===== src/rtl/pspr_regs.svh =====
`ifndef PSPR_REGS_SVH
`define PSPR_REGS_SVH
// parallel port mode codes
`define PSPR_PM_DATA_EXTERNAL_MEMORY_INTERFACE 2'h0
`define PSPR_PM_FULL_EXTERNAL_MEMORY_INTERFACE 2'h1
`define PSPR_PM_HOST_FLAT 2'h2
`define PSPR_PM_HOST_MUX  2'h3
// serial port mode codes
`define PSPR_SM_BSP       2'h0
`define PSPR_SM_CARD      2'h1
`define PSPR_SM_RSVD_A    2'h2
`define PSPR_SM_RSVD_B    2'h3
// widths
`define PSPR_ADDR_PINS    16
`define PSPR_HOST_AW      14
`define PSPR_GPIO_W       22
// control pin positions
`define PSPR_C_HOST_INTERRUPT_OUT       1
`define PSPR_C_ASYNC_READY_INPUT       3
`define PSPR_C_HOST_READY_OUT       3
// reset value of every enable: pin released
`define PSPR_OE_RESET     1'h1
`endif


===== src/rtl/pspr_pkg.sv =====
package pspr_pkg;
  `include "pspr_regs.svh"

  typedef enum logic [1:0] {
    PSPR_DATA_EXTERNAL_MEMORY_INTERFACE = 2'b00,
    PSPR_FULL_EXTERNAL_MEMORY_INTERFACE = 2'b01,
    PSPR_HOST_FLAT = 2'b10,
    PSPR_HOST_MUX  = 2'b11
  } pspr_par_mode_t;

  typedef enum logic [1:0] {
    PSPR_SER_BSP    = 2'b00,
    PSPR_SER_CARD   = 2'b01,
    PSPR_SER_RSVD_A = 2'b10,
    PSPR_SER_RSVD_B = 2'b11
  } pspr_ser_mode_t;

  typedef struct packed {
    logic [15:0] a_out;
    logic [15:0] a_oe_n;
    logic [4:0]  a_hi;
    logic        a0x;
    logic [15:0] d_out;
    logic [15:0] d_oe_n;
    logic [14:0] c_out;
    logic [14:0] c_oe_n;
    logic [11:0] s_out;
    logic [11:0] s_oe_n;
    logic [15:0] external_memory_interface_din;
    logic        external_memory_interface_rdy;
    logic [13:0] host_addr;
    logic [15:0] host_din;
    logic [7:0]  host_ctl;
    logic        host_ds2;
    logic [21:0] gpio_in;
    logic [11:0] bsp_in;
    logic [11:0] card_in;
  } pspr_state_t;
endpackage : pspr_pkg


===== src/rtl/pspr_serial_mux.sv =====
`timescale 1ns/100ps
// one six-pin serial port; bsp vectors ordered by pin, card vectors by
// function: 0 cmd, 1 clk, 2 dat0, 3 dat1, 4 dat2, 5 dat3
module pspr_serial_mux
  import pspr_pkg::*;
(
  // mode
  input  wire logic [1:0] mode,
  // pins
  input  wire logic [5:0] pin_in,
  output logic      [5:0] pin_out,
  output logic      [5:0] pin_oe_n,
  // buffered serial port side
  input  wire logic [5:0] bsp_out,
  input  wire logic [5:0] bsp_oe_n,
  output logic      [5:0] bsp_in,
  // card port side
  input  wire logic [5:0] card_out,
  input  wire logic [5:0] card_oe_n,
  output logic      [5:0] card_in
);
  function automatic logic [2:0] card_fn(input int pin);
    case (pin)
      0: card_fn = 3'h0;
      1: card_fn = 3'h3;
      2: card_fn = 3'h4;
      3: card_fn = 3'h1;
      4: card_fn = 3'h2;
      default: card_fn = 3'h5;
    endcase
  endfunction : card_fn

  always_comb begin
    pin_out  = '0;
    pin_oe_n = '1;
    bsp_in   = '0;
    card_in  = '0;
    case (pspr_ser_mode_t'(mode))
      PSPR_SER_BSP: begin
        pin_out  = bsp_out;
        pin_oe_n = bsp_oe_n;
        bsp_in   = pin_in;
      end
      PSPR_SER_CARD: begin
        for (int i = 0; i < 6; i++) begin
          pin_out[i]           = card_out[card_fn(i)];
          pin_oe_n[i]          = card_oe_n[card_fn(i)];
          card_in[card_fn(i)]  = pin_in[i];
        end
      end
      // reserved codes release the pins and feed nobody
      default: pin_oe_n = '1;
    endcase
  end
endmodule : pspr_serial_mux


===== src/rtl/pspr_gpio_bank.sv =====
`timescale 1ns/100ps
`include "pspr_regs.svh"
// pins on loan to gpio; a pin drives only while loaned and set to output
module pspr_gpio_bank
  import pspr_pkg::*;
#(
  parameter int W = `PSPR_GPIO_W
)
(
  // loan mask from the router
  input  wire logic [W-1:0] avail,
  // software side
  input  wire logic [W-1:0] dir,
  input  wire logic [W-1:0] dout,
  output logic      [W-1:0] din,
  // pin side
  input  wire logic [W-1:0] pin_in,
  output logic      [W-1:0] pin_out,
  output logic      [W-1:0] pin_oe_n
);
  always_comb begin
    pin_oe_n = ~(avail & dir);
    pin_out  = dout & avail;
    din      = pin_in & avail;
  end
endmodule : pspr_gpio_bank


===== src/rtl/pspr_router.sv =====
`timescale 1ns/100ps
`include "pspr_regs.svh"
// How it works
// - two-bit field picks four parallel assignments
// - data memory mode: data, control; address is gpio
// - full memory mode: address (A0 gpio on larger package), data, control
// - flat host mode: 14 address; six controls gpio
// - muxed host: C7 select, C10 strobe, four gpio
// - muxed host: every address pin is gpio
// - upper address pins always memory address
// - 16-bit async rw, 8-bit read, SDRAM
// - 16-bit memories hold address bit zero low
// - larger package: extra bit-zero pin memory-only
// - async reaches 16K/2M bytes; SDRAM 16M
// - serial mode 00 routes buffered serial port
// - serial mode 01 routes memory-card port
// - serial pin order per function in each mode
// - second serial port independent, same order
// - serial codes 10 and 11 reserved
module pspr_router
  import pspr_pkg::*;
#(
  parameter bit BGA_PKG = 1'b1
)
(
  // clock and reset
  input  wire logic        core_clk,
  input  wire logic        reset,
  // mode fields
  input  wire logic [1:0]  par_mode,
  input  wire logic [1:0]  sp1_mode,
  input  wire logic [1:0]  sp2_mode,
  // address pins
  input  wire logic [15:0] addr_pin_in,
  output logic      [15:0] addr_pin_out,
  output logic      [15:0] addr_pin_oe_n,
  output logic      [4:0]  addr_hi_pin_out,
  output logic             addr_alt0_pin_out,
  // data pins
  input  wire logic [15:0] data_pin_in,
  output logic      [15:0] data_pin_out,
  output logic      [15:0] data_pin_oe_n,
  // control pins C0..C14
  input  wire logic [14:0] ctrl_pin_in,
  output logic      [14:0] ctrl_pin_out,
  output logic      [14:0] ctrl_pin_oe_n,
  // external memory interface
  input  wire logic [20:0] external_memory_interface_addr,
  input  wire logic        external_memory_interface_mem_8bit,
  input  wire logic        external_memory_interface_async_cycle,
  input  wire logic [15:0] external_memory_interface_dout,
  input  wire logic        external_memory_interface_dout_en,
  output logic      [15:0] external_memory_interface_din,
  input  wire logic        external_memory_interface_async_read_strobe_n,
  input  wire logic        async_output_enable_n,
  input  wire logic        async_write_strobe_n,
  output logic             async_ready_input,
  input  wire logic [3:0]  chip_select_n,
  input  wire logic [1:0]  byte_lane_n,
  input  wire logic        sdram_row_strobe_n,
  input  wire logic        sdram_column_strobe_n,
  input  wire logic        sdram_write_strobe_n,
  input  wire logic        sdram_precharge_bit,
  input  wire logic        memory_clock_out,
  // host port
  output logic      [13:0] host_addr,
  output logic      [15:0] host_din,
  input  wire logic [15:0] host_dout,
  input  wire logic        host_dout_en,
  input  wire logic        host_interrupt_out_n,
  input  wire logic        host_ready_out,
  output logic             host_direction,
  output logic             host_control_select_0,
  output logic             host_control_select_1,
  output logic             host_byte_lane_0_n,
  output logic             host_byte_lane_1_n,
  output logic             host_addr_strobe_n,
  output logic             host_chip_select_n,
  output logic             host_data_strobe_1_n,
  output logic             host_data_strobe_2_n,
  // gpio: [15:0] address pins, [21:16] C0,C4,C5,C7,C10,C13
  input  wire logic [21:0] gpio_dir,
  input  wire logic [21:0] gpio_dout,
  output logic      [21:0] gpio_din,
  // serial ports, port 1 low six bits, port 2 high six bits
  input  wire logic [11:0] ser_pin_in,
  output logic      [11:0] ser_pin_out,
  output logic      [11:0] ser_pin_oe_n,
  input  wire logic [11:0] bsp_out,
  input  wire logic [11:0] bsp_oe_n,
  output logic      [11:0] bsp_in,
  input  wire logic [11:0] card_out,
  input  wire logic [11:0] card_oe_n,
  output logic      [11:0] card_in
);
  if (BGA_PKG !== 1'b0 && BGA_PKG !== 1'b1) begin : g_bad_pkg
    $error("BGA_PKG must be 0 or 1");
  end

  pspr_state_t state_reg;
  pspr_state_t state_next;

  logic [21:0] gpio_avail;
  logic [21:0] gpio_pin_in;
  logic [21:0] gpio_pin_out;
  logic [21:0] gpio_pin_oe_n;
  logic [21:0] gpio_din_c;
  logic [11:0] ser_out_c;
  logic [11:0] ser_oe_n_c;
  logic [11:0] bsp_in_c;
  logic [11:0] card_in_c;

  // control pin that carries gpio bit 16+k
  function automatic int ctrl_of(input int k);
    case (k)
      0: ctrl_of = 0;
      1: ctrl_of = 4;
      2: ctrl_of = 5;
      3: ctrl_of = 7;
      4: ctrl_of = 10;
      default: ctrl_of = 13;
    endcase
  endfunction : ctrl_of

  // address pins that exist on this package
  function automatic logic addr_exists(input int i);
    addr_exists = (i < `PSPR_HOST_AW) || BGA_PKG;
  endfunction : addr_exists

  logic        mode_external_memory_interface;
  logic        mode_full;
  logic        mode_host;
  logic        mode_mux;
  logic        addr_bit0;
  logic        write_n;
  logic [14:0] external_memory_interface_c;

  always_comb begin
    mode_external_memory_interface = ~par_mode[1];
    mode_full = pspr_par_mode_t'(par_mode) == PSPR_FULL_EXTERNAL_MEMORY_INTERFACE;
    mode_host = par_mode[1];
    mode_mux  = pspr_par_mode_t'(par_mode) == PSPR_HOST_MUX;
    // byte addressing only for 8-bit async parts
    addr_bit0 = external_memory_interface_addr[0] & external_memory_interface_mem_8bit & external_memory_interface_async_cycle;
    // 8-bit async memory is read-only: no write strobe
    write_n   = async_write_strobe_n | (external_memory_interface_mem_8bit & external_memory_interface_async_cycle);
    external_memory_interface_c = {memory_clock_out, sdram_precharge_bit, sdram_write_strobe_n,
              sdram_column_strobe_n, sdram_row_strobe_n, byte_lane_n,
              chip_select_n, 1'b1, write_n, async_output_enable_n,
              external_memory_interface_async_read_strobe_n};
  end

  always_comb begin
    gpio_avail = '0;
    for (int i = 0; i < `PSPR_ADDR_PINS; i++) begin
      // data memory and muxed host modes lend every address pin
      if (addr_exists(i) && (pspr_par_mode_t'(par_mode) == PSPR_DATA_EXTERNAL_MEMORY_INTERFACE || mode_mux))
        gpio_avail[i] = 1'b1;
    end
    // on the larger package pin A0 is not a memory address pin
    if (mode_full && BGA_PKG)
      gpio_avail[0] = 1'b1;
    if (mode_host) begin
      gpio_avail[16] = 1'b1;
      gpio_avail[17] = 1'b1;
      gpio_avail[18] = 1'b1;
      gpio_avail[21] = 1'b1;
      gpio_avail[19] = ~mode_mux;
      gpio_avail[20] = ~mode_mux;
    end
    gpio_pin_in = {ctrl_pin_in[13], ctrl_pin_in[10], ctrl_pin_in[7],
                   ctrl_pin_in[5], ctrl_pin_in[4], ctrl_pin_in[0], addr_pin_in};
  end

  pspr_gpio_bank #(
    .W        (22)
  ) u_gpio (
    .avail    (gpio_avail),
    .dir      (gpio_dir),
    .dout     (gpio_dout),
    .din      (gpio_din_c),
    .pin_in   (gpio_pin_in),
    .pin_out  (gpio_pin_out),
    .pin_oe_n (gpio_pin_oe_n)
  );

  pspr_serial_mux u_ser1 (
    .mode      (sp1_mode),
    .pin_in    (ser_pin_in[5:0]),
    .pin_out   (ser_out_c[5:0]),
    .pin_oe_n  (ser_oe_n_c[5:0]),
    .bsp_out   (bsp_out[5:0]),
    .bsp_oe_n  (bsp_oe_n[5:0]),
    .bsp_in    (bsp_in_c[5:0]),
    .card_out  (card_out[5:0]),
    .card_oe_n (card_oe_n[5:0]),
    .card_in   (card_in_c[5:0])
  );

  // separate field, same pin order
  pspr_serial_mux u_ser2 (
    .mode      (sp2_mode),
    .pin_in    (ser_pin_in[11:6]),
    .pin_out   (ser_out_c[11:6]),
    .pin_oe_n  (ser_oe_n_c[11:6]),
    .bsp_out   (bsp_out[11:6]),
    .bsp_oe_n  (bsp_oe_n[11:6]),
    .bsp_in    (bsp_in_c[11:6]),
    .card_out  (card_out[11:6]),
    .card_oe_n (card_oe_n[11:6]),
    .card_in   (card_in_c[11:6])
  );

  always_comb begin
    state_next        = '0;
    state_next.a_oe_n = '1;
    state_next.d_oe_n = '1;
    state_next.c_oe_n = '1;
    // strobe 2 idles high outside host modes
    state_next.host_ds2 = mode_host ? ctrl_pin_in[14] : 1'b1;
    // upper address and extra bit-zero pin belong to memory only
    state_next.a_hi   = BGA_PKG ? external_memory_interface_addr[20:16] : 5'h00;
    state_next.a0x    = BGA_PKG & mode_full & addr_bit0;
    for (int i = 0; i < `PSPR_ADDR_PINS; i++) begin
      if (gpio_avail[i]) begin
        state_next.a_out[i]  = gpio_pin_out[i];
        state_next.a_oe_n[i] = gpio_pin_oe_n[i];
      end else if (mode_full && addr_exists(i)) begin
        state_next.a_out[i]  = (i == 0) ? addr_bit0 : external_memory_interface_addr[i];
        state_next.a_oe_n[i] = 1'b0;
      end
    end
    if (mode_external_memory_interface) begin
      state_next.d_out     = external_memory_interface_dout;
      state_next.d_oe_n    = {16{~external_memory_interface_dout_en}};
      state_next.external_memory_interface_din  = data_pin_in;
      state_next.c_out     = external_memory_interface_c;
      state_next.c_oe_n    = 15'h0000;
      state_next.c_oe_n[`PSPR_C_ASYNC_READY_INPUT] = 1'b1;
      state_next.external_memory_interface_rdy  = ctrl_pin_in[`PSPR_C_ASYNC_READY_INPUT];
    end else begin
      state_next.d_out     = host_dout;
      state_next.d_oe_n    = {16{~host_dout_en}};
      state_next.host_din  = data_pin_in;
      state_next.c_out[`PSPR_C_HOST_INTERRUPT_OUT]  = host_interrupt_out_n;
      state_next.c_oe_n[`PSPR_C_HOST_INTERRUPT_OUT] = 1'b0;
      state_next.c_out[`PSPR_C_HOST_READY_OUT]  = host_ready_out;
      state_next.c_oe_n[`PSPR_C_HOST_READY_OUT] = 1'b0;
      if (!mode_mux)
        state_next.host_addr = addr_pin_in[13:0];
      // order: dir, sel0, sel1, lane0, lane1, addr strobe, cs, ds1
      state_next.host_ctl = {ctrl_pin_in[12], ctrl_pin_in[11],
                             mode_mux ? ctrl_pin_in[10] : 1'b1,
                             ctrl_pin_in[9], ctrl_pin_in[8],
                             mode_mux ? ctrl_pin_in[7] : 1'b0,
                             ctrl_pin_in[6], ctrl_pin_in[2]};
      for (int k = 0; k < 6; k++) begin
        if (gpio_avail[16+k]) begin
          state_next.c_out[ctrl_of(k)]  = gpio_pin_out[16+k];
          state_next.c_oe_n[ctrl_of(k)] = gpio_pin_oe_n[16+k];
        end
      end
    end
    state_next.gpio_in = gpio_din_c;
    state_next.s_out   = ser_out_c;
    state_next.s_oe_n  = ser_oe_n_c;
    state_next.bsp_in  = bsp_in_c;
    state_next.card_in = card_in_c;
  end

  // registered so every pin leaves a flip-flop: one cycle behind fields
  always_ff @(posedge core_clk or posedge reset) begin
    if (reset) begin
      state_reg        <= '0;
      state_reg.a_oe_n <= '1;
      state_reg.d_oe_n <= '1;
      state_reg.c_oe_n <= '1;
      state_reg.s_oe_n <= '1;
      state_reg.host_ds2 <= 1'b1;
    end else begin
      state_reg <= state_next;
    end
  end

  always_comb begin
    addr_pin_out          = state_reg.a_out;
    addr_pin_oe_n         = state_reg.a_oe_n;
    addr_hi_pin_out       = state_reg.a_hi;
    addr_alt0_pin_out     = state_reg.a0x;
    data_pin_out          = state_reg.d_out;
    data_pin_oe_n         = state_reg.d_oe_n;
    ctrl_pin_out          = state_reg.c_out;
    ctrl_pin_oe_n         = state_reg.c_oe_n;
    external_memory_interface_din              = state_reg.external_memory_interface_din;
    async_ready_input     = state_reg.external_memory_interface_rdy;
    host_addr             = state_reg.host_addr;
    host_din              = state_reg.host_din;
    host_direction        = state_reg.host_ctl[0];
    host_control_select_0 = state_reg.host_ctl[1];
    host_control_select_1 = state_reg.host_ctl[2];
    host_byte_lane_0_n    = state_reg.host_ctl[3];
    host_byte_lane_1_n    = state_reg.host_ctl[4];
    host_addr_strobe_n    = state_reg.host_ctl[5];
    host_chip_select_n    = state_reg.host_ctl[6];
    host_data_strobe_1_n  = state_reg.host_ctl[7];
    host_data_strobe_2_n  = state_reg.host_ds2;
    gpio_din              = state_reg.gpio_in;
    ser_pin_out           = state_reg.s_out;
    ser_pin_oe_n          = state_reg.s_oe_n;
    bsp_in                = state_reg.bsp_in;
    card_in               = state_reg.card_in;
  end
endmodule : pspr_router


===== config.mk =====
export PLATFORM = sky130hd
export DESIGN_NAME = pspr_router
export DESIGN_NICKNAME = d
export VERILOG_FILES = /design/src/rtl/pspr_pkg.sv /design/src/rtl/pspr_serial_mux.sv /design/src/rtl/pspr_gpio_bank.sv /design/src/rtl/pspr_router.sv
export VERILOG_INCLUDE_DIRS = /design/src /design/src/rtl
export SDC_FILE = /design/constraint.sdc
export NUM_CORES = 1
export LEC_CHECK = 0
export ABC_CLOCK_PERIOD_IN_PS = 9000
export BUFFER_PORTS_ARGS = -buffer_cell sky130_fd_sc_hd__buf_4
export CAP_MARGIN = 20
export CORE_AREA = 4 4 174 176
export DETAILED_ROUTE_END_ITERATION = 6
export DIE_AREA = 0 0 178 180
export PLACE_DENSITY_LB_ADDON = 0.2
export SLEW_MARGIN = 20
export SYNTH_ARGS = -nofsm -noshare
export SYNTH_HDL_FRONTEND = slang
export SYNTH_SLANG_ARGS = --single-unit

===== constraint.sdc =====
create_clock -name core_clk -period 9 [get_ports core_clk]
set_clock_uncertainty 0.1 [all_clocks]
set_input_delay 0.45 -clock core_clk [delete_from_list [all_inputs] [get_ports core_clk]]
set_output_delay 0.45 -clock core_clk [all_outputs]
set_load 0.1 [all_outputs]

* After elaboration in Yosys (flattened, before gate mapping) *
Cells that the tools add are included.

word-level totals
  flip-flop bits (word level) = 226
  output and inout bits = 226
  word-level logic and storage cells = 305

operators by class
  order comparisons = 36
  eq/ne operators = 4
  multiplexer cells = 207
  bitwise logic cells = 17
  reductions and logical operators = 22

operators by type and width
  kind                   number
  $mux W32               12
  $mux W30               11
  $ge A32 B1 Y1 const B  6
  $lt A32 B6 Y1 const B  6
  $bwmux W15             11
  $mux W1                96
  $bmux W1 S3            24
  $and A22 B22 Y22       3
  $mux W62               1
  $bwmux W6              10
  $lt A3 B4 Y1 const B   12
  $pmux W6 S2            4
  $mux W38               1
  $demux W1 S3           12
  $ge A3 B1 Y1 const B   12
  $mux W3                12
  $mux W6                5
  $demux W1 S4           6
  $not A22 Y22           1
  $logic_and A1 B1 Y1    18
  $mux W17               1
  $mux W14               1
  $not A13 Y13           1
  $or A13 B13 Y13        1
  other kinds (9)        19

* Longest topological paths before layout *
Gate-level depths: netlist of run 1.

  depth after elaboration = 28
  mapped depth = 7
  mapped depth without buffers = 4

* Hierarchy *
A second synthesis of run 1 with hierarchy kept.

unflattened totals
  cells, all modules = 540
  area, all modules = 7518.5 sq um

modules (own cells, without submodules)
  module           times used  cells each  area each (sq um)
  pspr_router      1           392         6562.5
  pspr_serial_mux  2           41          299.0
  pspr_gpio_bank   1           66          357.8

* Least setup slack after synthesis of run 1 *
No wires, ideal clock.

  path type = flip-flop to output port
  start = register, netlist name data_pin_oe_n[14]
  end = output data_pin_oe_n[10]
  data arrival time = 1.359 ns
  data required time = 8.450 ns
  setup slack = 7.091 ns
  cell stages (with the launch flop) = 2
  buffers on the path = 1
  cell sequence = dfstp_2 buf_4

RTL lines
  element        RTL line           text
  end, declared  pspr_router.sv:42  output logic [15:0] data_pin_oe_n,

==> results.py, run 1 <==
metrics = {
    "grt": {
        "grt_pass1_wl_um": 34220,
        "grt_pass1_vias": 5839,
        "global_route.usage.total": 0.1374,
        "grt_start_max_net_pins": 139,
        "grt_remaining_overflow": 0,
        "grt_antenna_before_repair": 2,
    },
    "routing": {
        "detail_route.iter0.violations": 192,
        "avgViaCountPerCell": 3.941,
        "postRouteAntennaNets": 0,
        "drt_wl_total_um": 23160,
        "drt_pass1_iterations": 4,
        "drc": 0,
        "wl_per_cell_um": 16.99,
        "vias": 5372,
    },
    "setup_path": {
        "critical_path.cell_chain": "buf_4",
        "delay_contributed_by_the_slowest_stage_of_the_critical_path_ns": 0.68,
        "number_of_buffers_and_inverters_on_the_critical_path": 1,
        "critical_path.startpoint_type": "flip-flop",
        "worstPathRequired_ns": 8.45,
        "worst_ep_arrival_time_ns": 1.53,
        "endpoint_kind": "output pin",
        "timing.critical_path.slowest_stage_cell": "sky130_fd_sc_hd__dfstp_2",
        "timing.critical_path.max_delay_family": "flip-flops",
        "timing_worst_setup_path_type": "reg -> out",
        "timing.critical_path.fanout_max": 16,
    },
    "yosys": {
        "avgSynthCellArea_sq_um": 14.75,
        "ys.warnings.count": 0,
        "yosysSeqAreaShare": 0.7123,
        "synth_largest_area_cell": "sky130_fd_sc_hd__dfrtp_1",
        "netlist_area_sq_um": 7271,
        "synth.area.top_cells": "sky130_fd_sc_hd__dfrtp_1, sky130_fd_sc_hd__dfstp_2, sky130_fd_sc_hd__and2_1",
        "synthesis.nets": 729,
        "synthesis.instances": 493,
        "number_of_distinct_library_cell_variants_in_the_gate_level_netlist_after_synthesis": 28,
        "ys_ff_latch": 205,
        "yosysTopAreaCellShare": 0.5713,
    },
    "clock_network": {
        "postCtsSetupRepairBufs": 0,
        "cts_bufs_inserted": 24,
        "cts_root_buf": "sky130_fd_sc_hd__clkbuf_16",
        "tritoncts_num_sinks": 205,
        "clock_tree.buffer_depth": 3,
        "cts_tree": "done",
        "cts.clk_slew.worst_paths_ns": 0.06,
        "cts_h_tree_lvls": 1,
    },
    "timing": {
        "finalSetupViolCount": 0,
        "fin_setup_tns_ns": 0,
        "finalMaxSlewViolations": 0,
        "worst-slew-pin-transition_ns": 0.9707,
        "final.min_clock_period_ns": 2.079,
        "grt_setup_unrepaired": "false",
        "relSlewSlack": 0.3528,
        "hold_viol": 0,
        "fmax_mhz": 481.1,
        "timing.final.crit_share": 0.2310,
    },
    "power": {
        "clkPwrFrac": 0.361,
        "swShare": 0.3532,
        "cell_internal_pwr_w": 0.001827,
        "combPwrFrac": 0.282,
        "sequentialPowerShare": 0.357,
        "p_sw_w": 0.0009979,
        "power_density_nw_per_um2": 235.2,
        "vdd_drop_max_uv": 140.7,
        "cellLeakagePower_nw": 6.138,
    },
    "floorplan": {
        "initial_utilization": 0.2540,
        "chipWidth_um": 178,
        "number_of_primary_i_o_pins": 458,
        "die-area_sq_um": 32040,
        "fp.coreArea_sq_um": 28630,
        "num_rows": 62,
        "die_h_um": 180,
    },
    "finish": {
        "final_cell_count_without_fillers": 1363,
        "layout-drive-gt1-share": 0.5741,
        "nets_finish": 1197,
        "syn2layout_area_growth_pct": 65.24,
        "layout_commonest_cell": "sky130_fd_sc_hd__buf_4",
        "final_cell_mix": "sky130_fd_sc_hd__buf_4, sky130_fd_sc_hd__dfrtp_1, sky130_fd_sc_hd__and2_1",
        "finalCoreUtilization": 0.4197,
        "layout.filler_cells": 2716,
        "ant_diodes": 0,
        "fin_area_sq_um": 12010,
    },
    "placement": {
        "placement.io_buffers": 456,
        "dpl_cell_area_sq_um": 10880,
        "placed_cells": 1290,
        "detailed_place_hpwl_um": 17000,
        "place_congestion": 0.7336,
    },
    "flow_run": {
        "max-cap-violations": 0,
    },
    "outcome": {
        "status": "completed",
    },
    "hold_path": {
        "holdCritPathClass": "in -> async",
    },
}
## layer usage
metal / part of all wire / global-route usage / wire length [um] / vias to the layer above
met1: 0.32 / 0.1376 / 7413 / 2563
met2: 0.54 / 0.2577 / 12540 / 255
met4: 0.031 / 0.04301 / 719 / 4
li1: - / - / - / 2508
met5: 0.00099 / 0 / 23 / -
met3: 0.11 / 0.05357 / 2469 / 42
## cell families (layout without fill, tap and decap cells)
logic type      after synthesis  in the layout  synth area share
simple gates                147            147            0.1217
mux                          36             36           0.06367
buf+inv                      52            538           0.04801
flops                       205            205            0.7123
fa+ha+maj                     4              4          0.006884
compound gates               48             48           0.04698
other cells                   1              1         0.0005158
## area by class of cell
cell class                      count  area, sq um  area share
Sequential cell                   205         5179      0.4311
Timing Repair Buffer              488         3736      0.3110
Multi-Input combinational cell    236         1743      0.1451
Clock buffer                       37        730.7     0.06082
Tap cell                          384        480.5     0.03999
Clock inverter                      7        115.1    0.009581
Inverter                            6        30.03    0.002499
## cell usage after synthesis (all sizes together)
master and number:
nand2b 2, a22o 15, clkbuf 5, and2 80, mux2i 14, nor2b 38, nand2 1, and2b 2
o21ai 2, nor2 20, nand3 2, mux2 22, inv 6, a21oi 19, and4 1, conb 1
ha 4, dfrtp 166, buf 41, a211o 12, dfstp 39, and3 1
## through the flow
step	hold WS, ns	total power [W]	setup slack (ns)
2_1_floorplan	0.3545	0.001609	2.919
3_3_place_gp	0.4603	0.001816	6.631
3_5_place_dp	0.4612	0.001819	6.584
4_1_cts	0.0002164	0.002876	6.875
5_1_grt	0.01367	0.002935	6.844
6_report	0.02108	0.002825	6.921
## flip-flops by register name, summed over array words and instances (netlist names), 5 cells and up
signal and count:
addr_hi_pin_out 5, addr_pin_oe_n 16, addr_pin_out 16, bsp_in 12, card_in 12, ctrl_pin_oe_n 9
ctrl_pin_out 15, data_pin_out 16, external_memory_interface_din 16, gpio_din 22, host_addr 14, host_din 16
ser_pin_oe_n 12, ser_pin_out 12
## worst max-delay path by stage
stage	startpoint	end	slack (ns)	depth (start not counted)
2_1_floorplan	reset	addr_alt0_pin_out	2.92	1
3_3_place_gp	reset	ctrl_pin_out[12]	6.63	3
3_5_place_dp	par_mode[1]	addr_pin_out[10]	6.58	5
4_1_cts	data_pin_oe_n[14]	data_pin_oe_n[14]	6.88	1
5_1_grt	data_pin_oe_n[14]	data_pin_oe_n[10]	6.84	1
6_report	data_pin_oe_n[14]	data_pin_oe_n[5]	6.92	1
## timing repair
item	4_1_cts	5_1_grt
setup endpoints to repair	0	0
hold endpoints to repair	28	0
hold buffers	29	0
resized for setup	0	0
## power by group through the flow
stage	registers, W	clock network (W)	logic, W
2_1_floorplan	0.00146	0	0.000147
3_3_place_gp	0.00102	0	0.000793
3_5_place_dp	0.00102	0	0.000794
4_1_cts	0.00101	0.00106	0.000806
5_1_grt	0.00101	0.00109	0.000826
6_report	0.00101	0.00102	0.000797
Power figures use the tool's default switching activity.
==> inputs of run 2 (changes only) <==
--- a/config.mk
+++ b/config.mk
@@ -6,12 +6,12 @@
 export SDC_FILE = /design/constraint.sdc
 export NUM_CORES = 1
 export LEC_CHECK = 0
-export ABC_CLOCK_PERIOD_IN_PS = 9000
+export ABC_CLOCK_PERIOD_IN_PS = 1750
 export BUFFER_PORTS_ARGS = -buffer_cell sky130_fd_sc_hd__buf_4
 export CAP_MARGIN = 20
-export CORE_AREA = 4 4 174 176
+export CORE_AREA = 4 4 176 178
 export DETAILED_ROUTE_END_ITERATION = 6
-export DIE_AREA = 0 0 178 180
+export DIE_AREA = 0 0 180 182
 export PLACE_DENSITY_LB_ADDON = 0.2
 export SLEW_MARGIN = 20
 export SYNTH_ARGS = -nofsm -noshare
==> constraint.sdc (replaced) <==
create_clock -name core_clk -period 1.75 [get_ports core_clk]
set_clock_uncertainty 0.1 [all_clocks]
set_input_delay 0.0875 -clock core_clk [delete_from_list [all_inputs] [get_ports core_clk]]
set_output_delay 0.0875 -clock core_clk [all_outputs]
set_load 0.1 [all_outputs]
==> run 2 against run 1 <==
Routed wire length rose by 16%. Setup slack got worse by 6.9 ns. Final area rose by 20%. Worst hold slack improved by 0.0015 ns. Via count up 19%. Total power rose to 5.3 times the previous value. Critical path depth increased by 1. First-iteration DRC count grew 27%. Core utilization increased by 7.0 points. Clock power grew to 4.9 times the previous value. Largest power group is now sequential cells.
==> results.py, run 2 (synthesized netlist as in run 1, its figures left out) <==
metrics = {
    "outcome": {
        "status": "completed",
    },
    "finish": {
        "ant_diodes": 0,
        "largest_register_ffs": 22,
        "nets_finish": 1427,
        "fin_area_sq_um": 14410,
        "layout_commonest_cell": "sky130_fd_sc_hd__buf_4",
        "layout.filler_cells": 2570,
        "final_cell_mix": "sky130_fd_sc_hd__buf_4, sky130_fd_sc_hd__dlygate4sd3_1, sky130_fd_sc_hd__dfrtp_1",
        "syn2layout_area_growth_pct": 98.12,
        "layout-drive-gt1-share": 0.4781,
    },
    "power": {
        "vdd_drop_max_uv": 672.4,
        "cell_internal_pwr_w": 0.009583,
        "cellLeakagePower_nw": 7.139,
        "p_sw_w": 0.005334,
        "combPwrFrac": 0.314,
        "swShare": 0.3576,
        "power_density_nw_per_um2": 1036,
        "clkPwrFrac": 0.338,
        "sequentialPowerShare": 0.348,
    },
    "timing": {
        "fmax_mhz": 573.3,
        "finalMaxSlewViolations": 0,
        "final.min_clock_period_ns": 1.744,
        "hold_slack_ns": 0.02259,
        "hold_viol": 0,
        "relSlewSlack": 0.4746,
        "grt_setup_unrepaired": "true",
        "timing.final.crit_share": 0.9968,
        "worst-slew-pin-transition_ns": 0.7845,
        "timing.final.ws_setup_ns": 0.005561,
        "fin_setup_tns_ns": 0,
        "finalSetupViolCount": 0,
    },
    "floorplan": {
        "number_of_primary_i_o_pins": 458,
        "num_rows": 63,
        "die_h_um": 182,
        "die-area_sq_um": 32760,
        "fp.coreArea_sq_um": 29400,
        "chipWidth_um": 180,
        "initial_utilization": 0.2473,
    },
    "flow_run": {
        "max-cap-violations": 0,
    },
    "routing": {
        "avgViaCountPerCell": 3.995,
        "drt_pass1_iterations": 4,
        "drc": 0,
        "wl_per_cell_um": 16.84,
        "postRouteAntennaNets": 0,
        "vias": 6388,
        "detail_route.iter0.violations": 244,
        "drt_wl_total_um": 26930,
    },
    "clock_network": {
        "tritoncts_num_sinks": 205,
        "cts_bufs_inserted": 25,
        "cts_h_tree_lvls": 1,
        "cts.clk_slew.worst_paths_ns": 0.06,
        "cts_root_buf": "sky130_fd_sc_hd__clkbuf_16",
        "clock_tree.buffer_depth": 3,
        "cts_tree": "done",
    },
    "setup_path": {
        "critical_path.cell_chain": "buf_8, buf_6",
        "timing_worst_setup_path_type": "reg -> out",
        "cp_num_cells": 2,
        "critical_path.startpoint_type": "flip-flop",
        "critPathLaunch": "data_pin_oe_n[14]",
        "timing.critical_path.fanout_max": 8,
        "worstPathRequired_ns": 1.56,
        "delay_contributed_by_the_slowest_stage_of_the_critical_path_ns": 0.65,
        "worst_ep_arrival_time_ns": 1.56,
        "timing.critical_path.slowest_stage_cell": "sky130_fd_sc_hd__dfstp_4",
        "endpoint_kind": "output pin",
        "cp-endpoint": "data_pin_oe_n[14]",
        "number_of_buffers_and_inverters_on_the_critical_path": 2,
        "timing.critical_path.max_delay_family": "flip-flops",
    },
    "grt": {
        "grt_pass1_vias": 7132,
        "grt_remaining_overflow": 0,
        "grt_antenna_before_repair": 1,
        "global_route.usage.total": 0.1548,
        "grt_start_max_net_pins": 80,
        "grt_pass1_wl_um": 40510,
    },
    "placement": {
        "detailed_place_hpwl_um": 18360,
        "place_ws_ns": 0.3825,
        "placement.io_buffers": 456,
        "place_congestion": 0.7724,
        "dpl_cell_area_sq_um": 11010,
    },
    "hold_path": {
        "holdCritPathClass": "in -> reg",
    },
}
## run 2: cell types whose count changed in the layout (fill, tap and decap cells not counted), moves of 2 or more
cell                            change
sky130_fd_sc_hd__buf_6             +13
sky130_fd_sc_hd__buf_8              +2
sky130_fd_sc_hd__buf_12             +7
sky130_fd_sc_hd__clkbuf_8           -3
sky130_fd_sc_hd__clkinv_2           +2
sky130_fd_sc_hd__clkinvlp_4         +2
sky130_fd_sc_hd__ha_1               -2
sky130_fd_sc_hd__dlygate4sd3_1    +215
sky130_fd_sc_hd__buf_4              -9
## run 2: area by class of cell
cell class	count	area, sq um	area share
Tap cell	390	488.0	0.03387
Timing Repair Buffer	716	6137	0.4260
Multi-Input combinational cell	237	1767	0.1226
Sequential cell	205	5182	0.3598
Clock inverter	10	111.4	0.007730
Inverter	6	26.28	0.001824
Clock buffer	35	693.2	0.04812
## run 2: timing repair
action,CTS,global route
setup buffers,0,5
hold buffers,245,0
setup endpoints to repair,16,31
pin swaps,0,1
endpoints found under the hold margin,392,0
resized for setup,1,25
gates cloned,0,1
## run 2: power by group through the flow
stage	clock network, W	registers (W)	logic (W)
CTS	0.00522	0.00520	0.00463
global route	0.00544	0.00522	0.00485
finish	0.00504	0.00519	0.00468
floorplan	0	0.00752	0.000754
global placement	0	0.00527	0.00412
detailed placement	0	0.00528	0.00412
## run 2: how the worst min path moves through the flow
stage / end / slack, ns / from / depth (start not counted)
after floorplan: ctrl_pin_oe_n[12] / -0.008 / par_mode[1] / 0
after global placement: addr_hi_pin_out[2] / 0.09 / reset / 3
after detailed placement: addr_hi_pin_out[4] / 0.09 / reset / 3
after CTS: external_memory_interface_din[10] / 0.002 / par_mode[1] / 3
after global routing: external_memory_interface_din[13] / 0.03 / par_mode[1] / 3
final: external_memory_interface_din[10] / 0.02 / par_mode[1] / 3
## run 2: metal layers
layer / vias to the layer above / wire [um] / global-route usage / share of wire
met2: 312 / 14360 / 0.2867 / 0.53
met4: 0 / 736 / 0.04663 / 0.027
met1: 3060 / 9366 / 0.1651 / 0.35
met5: - / 0 / 0 / 0
li1: 2969 / - / - / -
met3: 47 / 2470 / 0.05549 / 0.092
## run 2: stage by stage
stage,total power [W],cells,util
global route,0.01552,1599,0.4899
detailed placement,0.009399,1305,0.3746
finish,0.01492,1599,0.4899
CTS,0.01504,1595,0.4855
global placement,0.009390,1305,0.3746
floorplan,0.008278,493,-
==> inputs of run 3 (changes only) <==
--- a/config.mk
+++ b/config.mk
@@ -13,7 +13,9 @@
 export DETAILED_ROUTE_END_ITERATION = 6
 export DIE_AREA = 0 0 180 182
 export PLACE_DENSITY_LB_ADDON = 0.2
+export RECOVER_POWER = 100
 export SLEW_MARGIN = 20
 export SYNTH_ARGS = -nofsm -noshare
 export SYNTH_HDL_FRONTEND = slang
+export SYNTH_HIERARCHICAL = 1
 export SYNTH_SLANG_ARGS = --single-unit
==> run 3 against run 2 <==
Core utilization down 1.8 points. First-iteration DRC count down 27%. Total power shrank 2.4%. Sequential share of layout area grew 1.3 points. Worst hold slack got worse by 0.0018 ns. Global-route usage up 0.25 points. Sequential power barely moved. Die area unchanged. Fmax up 1.8%. Via count up 3.1%. Critical endpoint is now addr_pin_out[11]. Largest cell class unchanged.
==> results.py, run 3 <==
metrics = {
    "power": {
        "cell_internal_pwr_w": 0.009253,
        "power_density_nw_per_um2": 1048,
        "swShare": 0.3643,
        "sequentialPowerShare": 0.357,
        "clkPwrFrac": 0.331,
        "vdd_drop_max_uv": 729.6,
        "p_sw_w": 0.005303,
        "cellLeakagePower_nw": 7.002,
        "combPwrFrac": 0.312,
    },
    "grt": {
        "grt_pass1_vias": 7424,
        "grt_antenna_before_repair": 2,
        "global_route.usage.total": 0.1573,
        "grt_pass1_wl_um": 41390,
        "grt_remaining_overflow": 0,
        "grt_start_max_net_pins": 90,
    },
    "yosys": {
        "yosysSeqAreaShare": 0.6888,
        "number_of_synthesized_flops_with_an_enable_pin": 0,
        "synth_largest_area_cell": "sky130_fd_sc_hd__dfrtp_1",
        "synthesis.instances": 540,
        "synth.most_common_cell": "sky130_fd_sc_hd__dfrtp_1",
        "netlist_area_sq_um": 7518,
        "synthesis.nets": 776,
        "number_of_distinct_library_cell_variants_in_the_gate_level_netlist_after_synthesis": 31,
        "fraction_of_registers_with_async_set_reset": 1.000,
        "synth.area.top_cells": "sky130_fd_sc_hd__dfrtp_1, sky130_fd_sc_hd__dfstp_2, sky130_fd_sc_hd__and2_1",
        "avgSynthCellArea_sq_um": 13.92,
        "ys.warnings.count": 6,
        "ys_ff_latch": 205,
        "synth.top_cells.by_count": "sky130_fd_sc_hd__dfrtp_1, sky130_fd_sc_hd__and2_1, sky130_fd_sc_hd__dfstp_2",
        "dominantRegCellSynth": "sky130_fd_sc_hd__dfrtp_1",
        "yosysTopAreaCellShare": 0.5525,
    },
    "floorplan": {
        "num_rows": 63,
        "initial_utilization": 0.2557,
        "number_of_primary_i_o_pins": 458,
        "die-area_sq_um": 32760,
        "fp.coreArea_sq_um": 29400,
        "die_h_um": 182,
        "chipWidth_um": 180,
    },
    "clock_network": {
        "cts.repair.resized": 0,
        "cts_h_tree_lvls": 1,
        "cts_tree": "done",
        "tritoncts_num_sinks": 205,
        "cts.clk_slew.worst_paths_ns": 0.06,
        "postCtsSetupRepairBufs": 0,
        "cts_bufs_inserted": 25,
        "clock_tree.buffer_depth": 3,
        "cts_root_buf": "sky130_fd_sc_hd__clkbuf_16",
    },
    "finish": {
        "final_cell_mix": "sky130_fd_sc_hd__dlygate4sd3_1, sky130_fd_sc_hd__buf_4, sky130_fd_sc_hd__clkbuf_2",
        "syn2layout_area_growth_pct": 84.72,
        "nets_finish": 1471,
        "layout_commonest_cell": "sky130_fd_sc_hd__dlygate4sd3_1",
        "fin_area_sq_um": 13890,
        "largest_register_ffs": 22,
        "layout-drive-gt1-share": 0.4621,
    },
    "routing": {
        "detail_route.iter0.violations": 178,
        "avgViaCountPerCell": 4.004,
        "wl_per_cell_um": 16.16,
        "drc": 0,
        "vias": 6587,
        "drt_pass1_iterations": 4,
        "drt_wl_total_um": 26580,
        "postRouteAntennaNets": 0,
    },
    "setup_path": {
        "worst_ep_arrival_time_ns": 2.00,
        "endpoint_kind": "flip-flop",
        "critical_path.startpoint_type": "primary input",
        "worstPathRequired_ns": 2.03,
        "timing.critical_path.fanout_max": 16,
        "timing_worst_setup_path_type": "in -> reg",
    },
    "timing": {
        "worst-slew-pin-transition_ns": 0.7671,
        "relSlewSlack": 0.4886,
        "finalSetupViolCount": 0,
        "hold_viol": 0,
        "fmax_mhz": 583.5,
        "timing.final.ws_setup_ns": 0.03633,
        "final.min_clock_period_ns": 1.714,
        "timing.final.crit_share": 0.9792,
        "hold_slack_ns": 0.02082,
        "finalMaxSlewViolations": 0,
        "grt_setup_unrepaired": "true",
    },
    "outcome": {
        "status": "completed",
    },
    "flow_run": {
        "max-cap-violations": 0,
    },
    "placement": {
        "detailed_place_hpwl_um": 18880,
        "place_congestion": 0.7676,
        "dpl_cell_area_sq_um": 11340,
        "place_ws_ns": 0.2694,
        "placement.io_buffers": 456,
    },
    "hold_path": {
        "holdCritPathClass": "in -> reg",
    },
}
[run 3: layout make-up]
class                      count  area [sq um]
fill                        2721         15510
timing repair buffer         711          5441
sequential                   205          5179
multi-input combinational    283          1964
clock buffer                  43         763.2
tap                          390         488.0
inverter                       9         35.03
clock inverter                 2         12.51
antenna                        2         5.005
[run 3: timing repair]
| item | CTS | global route |
|---|---|---|
| gates cloned | 0 | 0 |
| endpoints found under the hold margin | 355 | 0 |
| hold buffers | 235 | 0 |
| endpoints found under the setup margin | 16 | 16 |
[run 3: power groups by stage]
stage,registers [W],clock network (W),logic (W)
after floorplan,0.00761,0,0.000817
after global placement,0.00528,0,0.00430
after detailed placement,0.00529,0,0.00431
after CTS,0.00521,0.00501,0.00479
after global routing,0.00523,0.00520,0.00473
final,0.00520,0.00482,0.00454
[run 3: stage by stage]
stage | power (W) | std cells | utilization | setup TNS, ns
2_1_floorplan | 0.008429 | 540 | - | -191.97
3_3_place_gp | 0.009576 | 1363 | 0.3857 | 0
3_5_place_dp | 0.009593 | 1363 | 0.3857 | 0
4_1_cts | 0.01501 | 1643 | 0.4921 | -0.09687
5_1_grt | 0.01516 | 1644 | 0.4723 | -1.149
6_report | 0.01456 | 1645 | 0.4724 | 0
[run 3: cells by family (layout without fill, tap and decap cells)]
logic type / count (synthesis) / count (layout) / synth area share
other: 1 / 3 / 0.0004988
flip-flops: 205 / 205 / 0.6888
adder cells (fa/ha/maj): 4 / 4 / 0.006657
AO/OA/AOI/OAI: 49 / 49 / 0.05226
multiplexers: 35 / 35 / 0.05076
buffers and inverters: 52 / 765 / 0.04893
AND/OR/NAND/NOR: 194 / 194 / 0.1521
[run 3: final timing paths]
check	start	end	slack (ns)	cells past startpoint
max	par_mode[0]	addr_pin_out[11]	0.04	7
min	par_mode[1]	ctrl_pin_out[7]	0.02	3
max in group asynchronous	reset	ctrl_pin_oe_n[13]	0.19	5
min in group asynchronous	reset	addr_hi_pin_out[0]	0.12	3
[run 3: worst max-delay path, cell delays in order]
cell                            delay, ns
sky130_fd_sc_hd__clkbuf_1            0.12
sky130_fd_sc_hd__inv_1               0.07
sky130_fd_sc_hd__ha_1                0.42
sky130_fd_sc_hd__clkbuf_2            0.28
sky130_fd_sc_hd__and2_1              0.20
sky130_fd_sc_hd__a22o_2              0.25
sky130_fd_sc_hd__dlygate4sd3_1       0.56
[run 3: per-layer routing]
metal,track usage,vias up,part of all wire
li1,-,3111,-
met1,0.1695,3120,0.35
met2,0.2870,302,0.52
met3,0.05749,54,0.090
met4,0.05029,0,0.035
met5,0,-,0
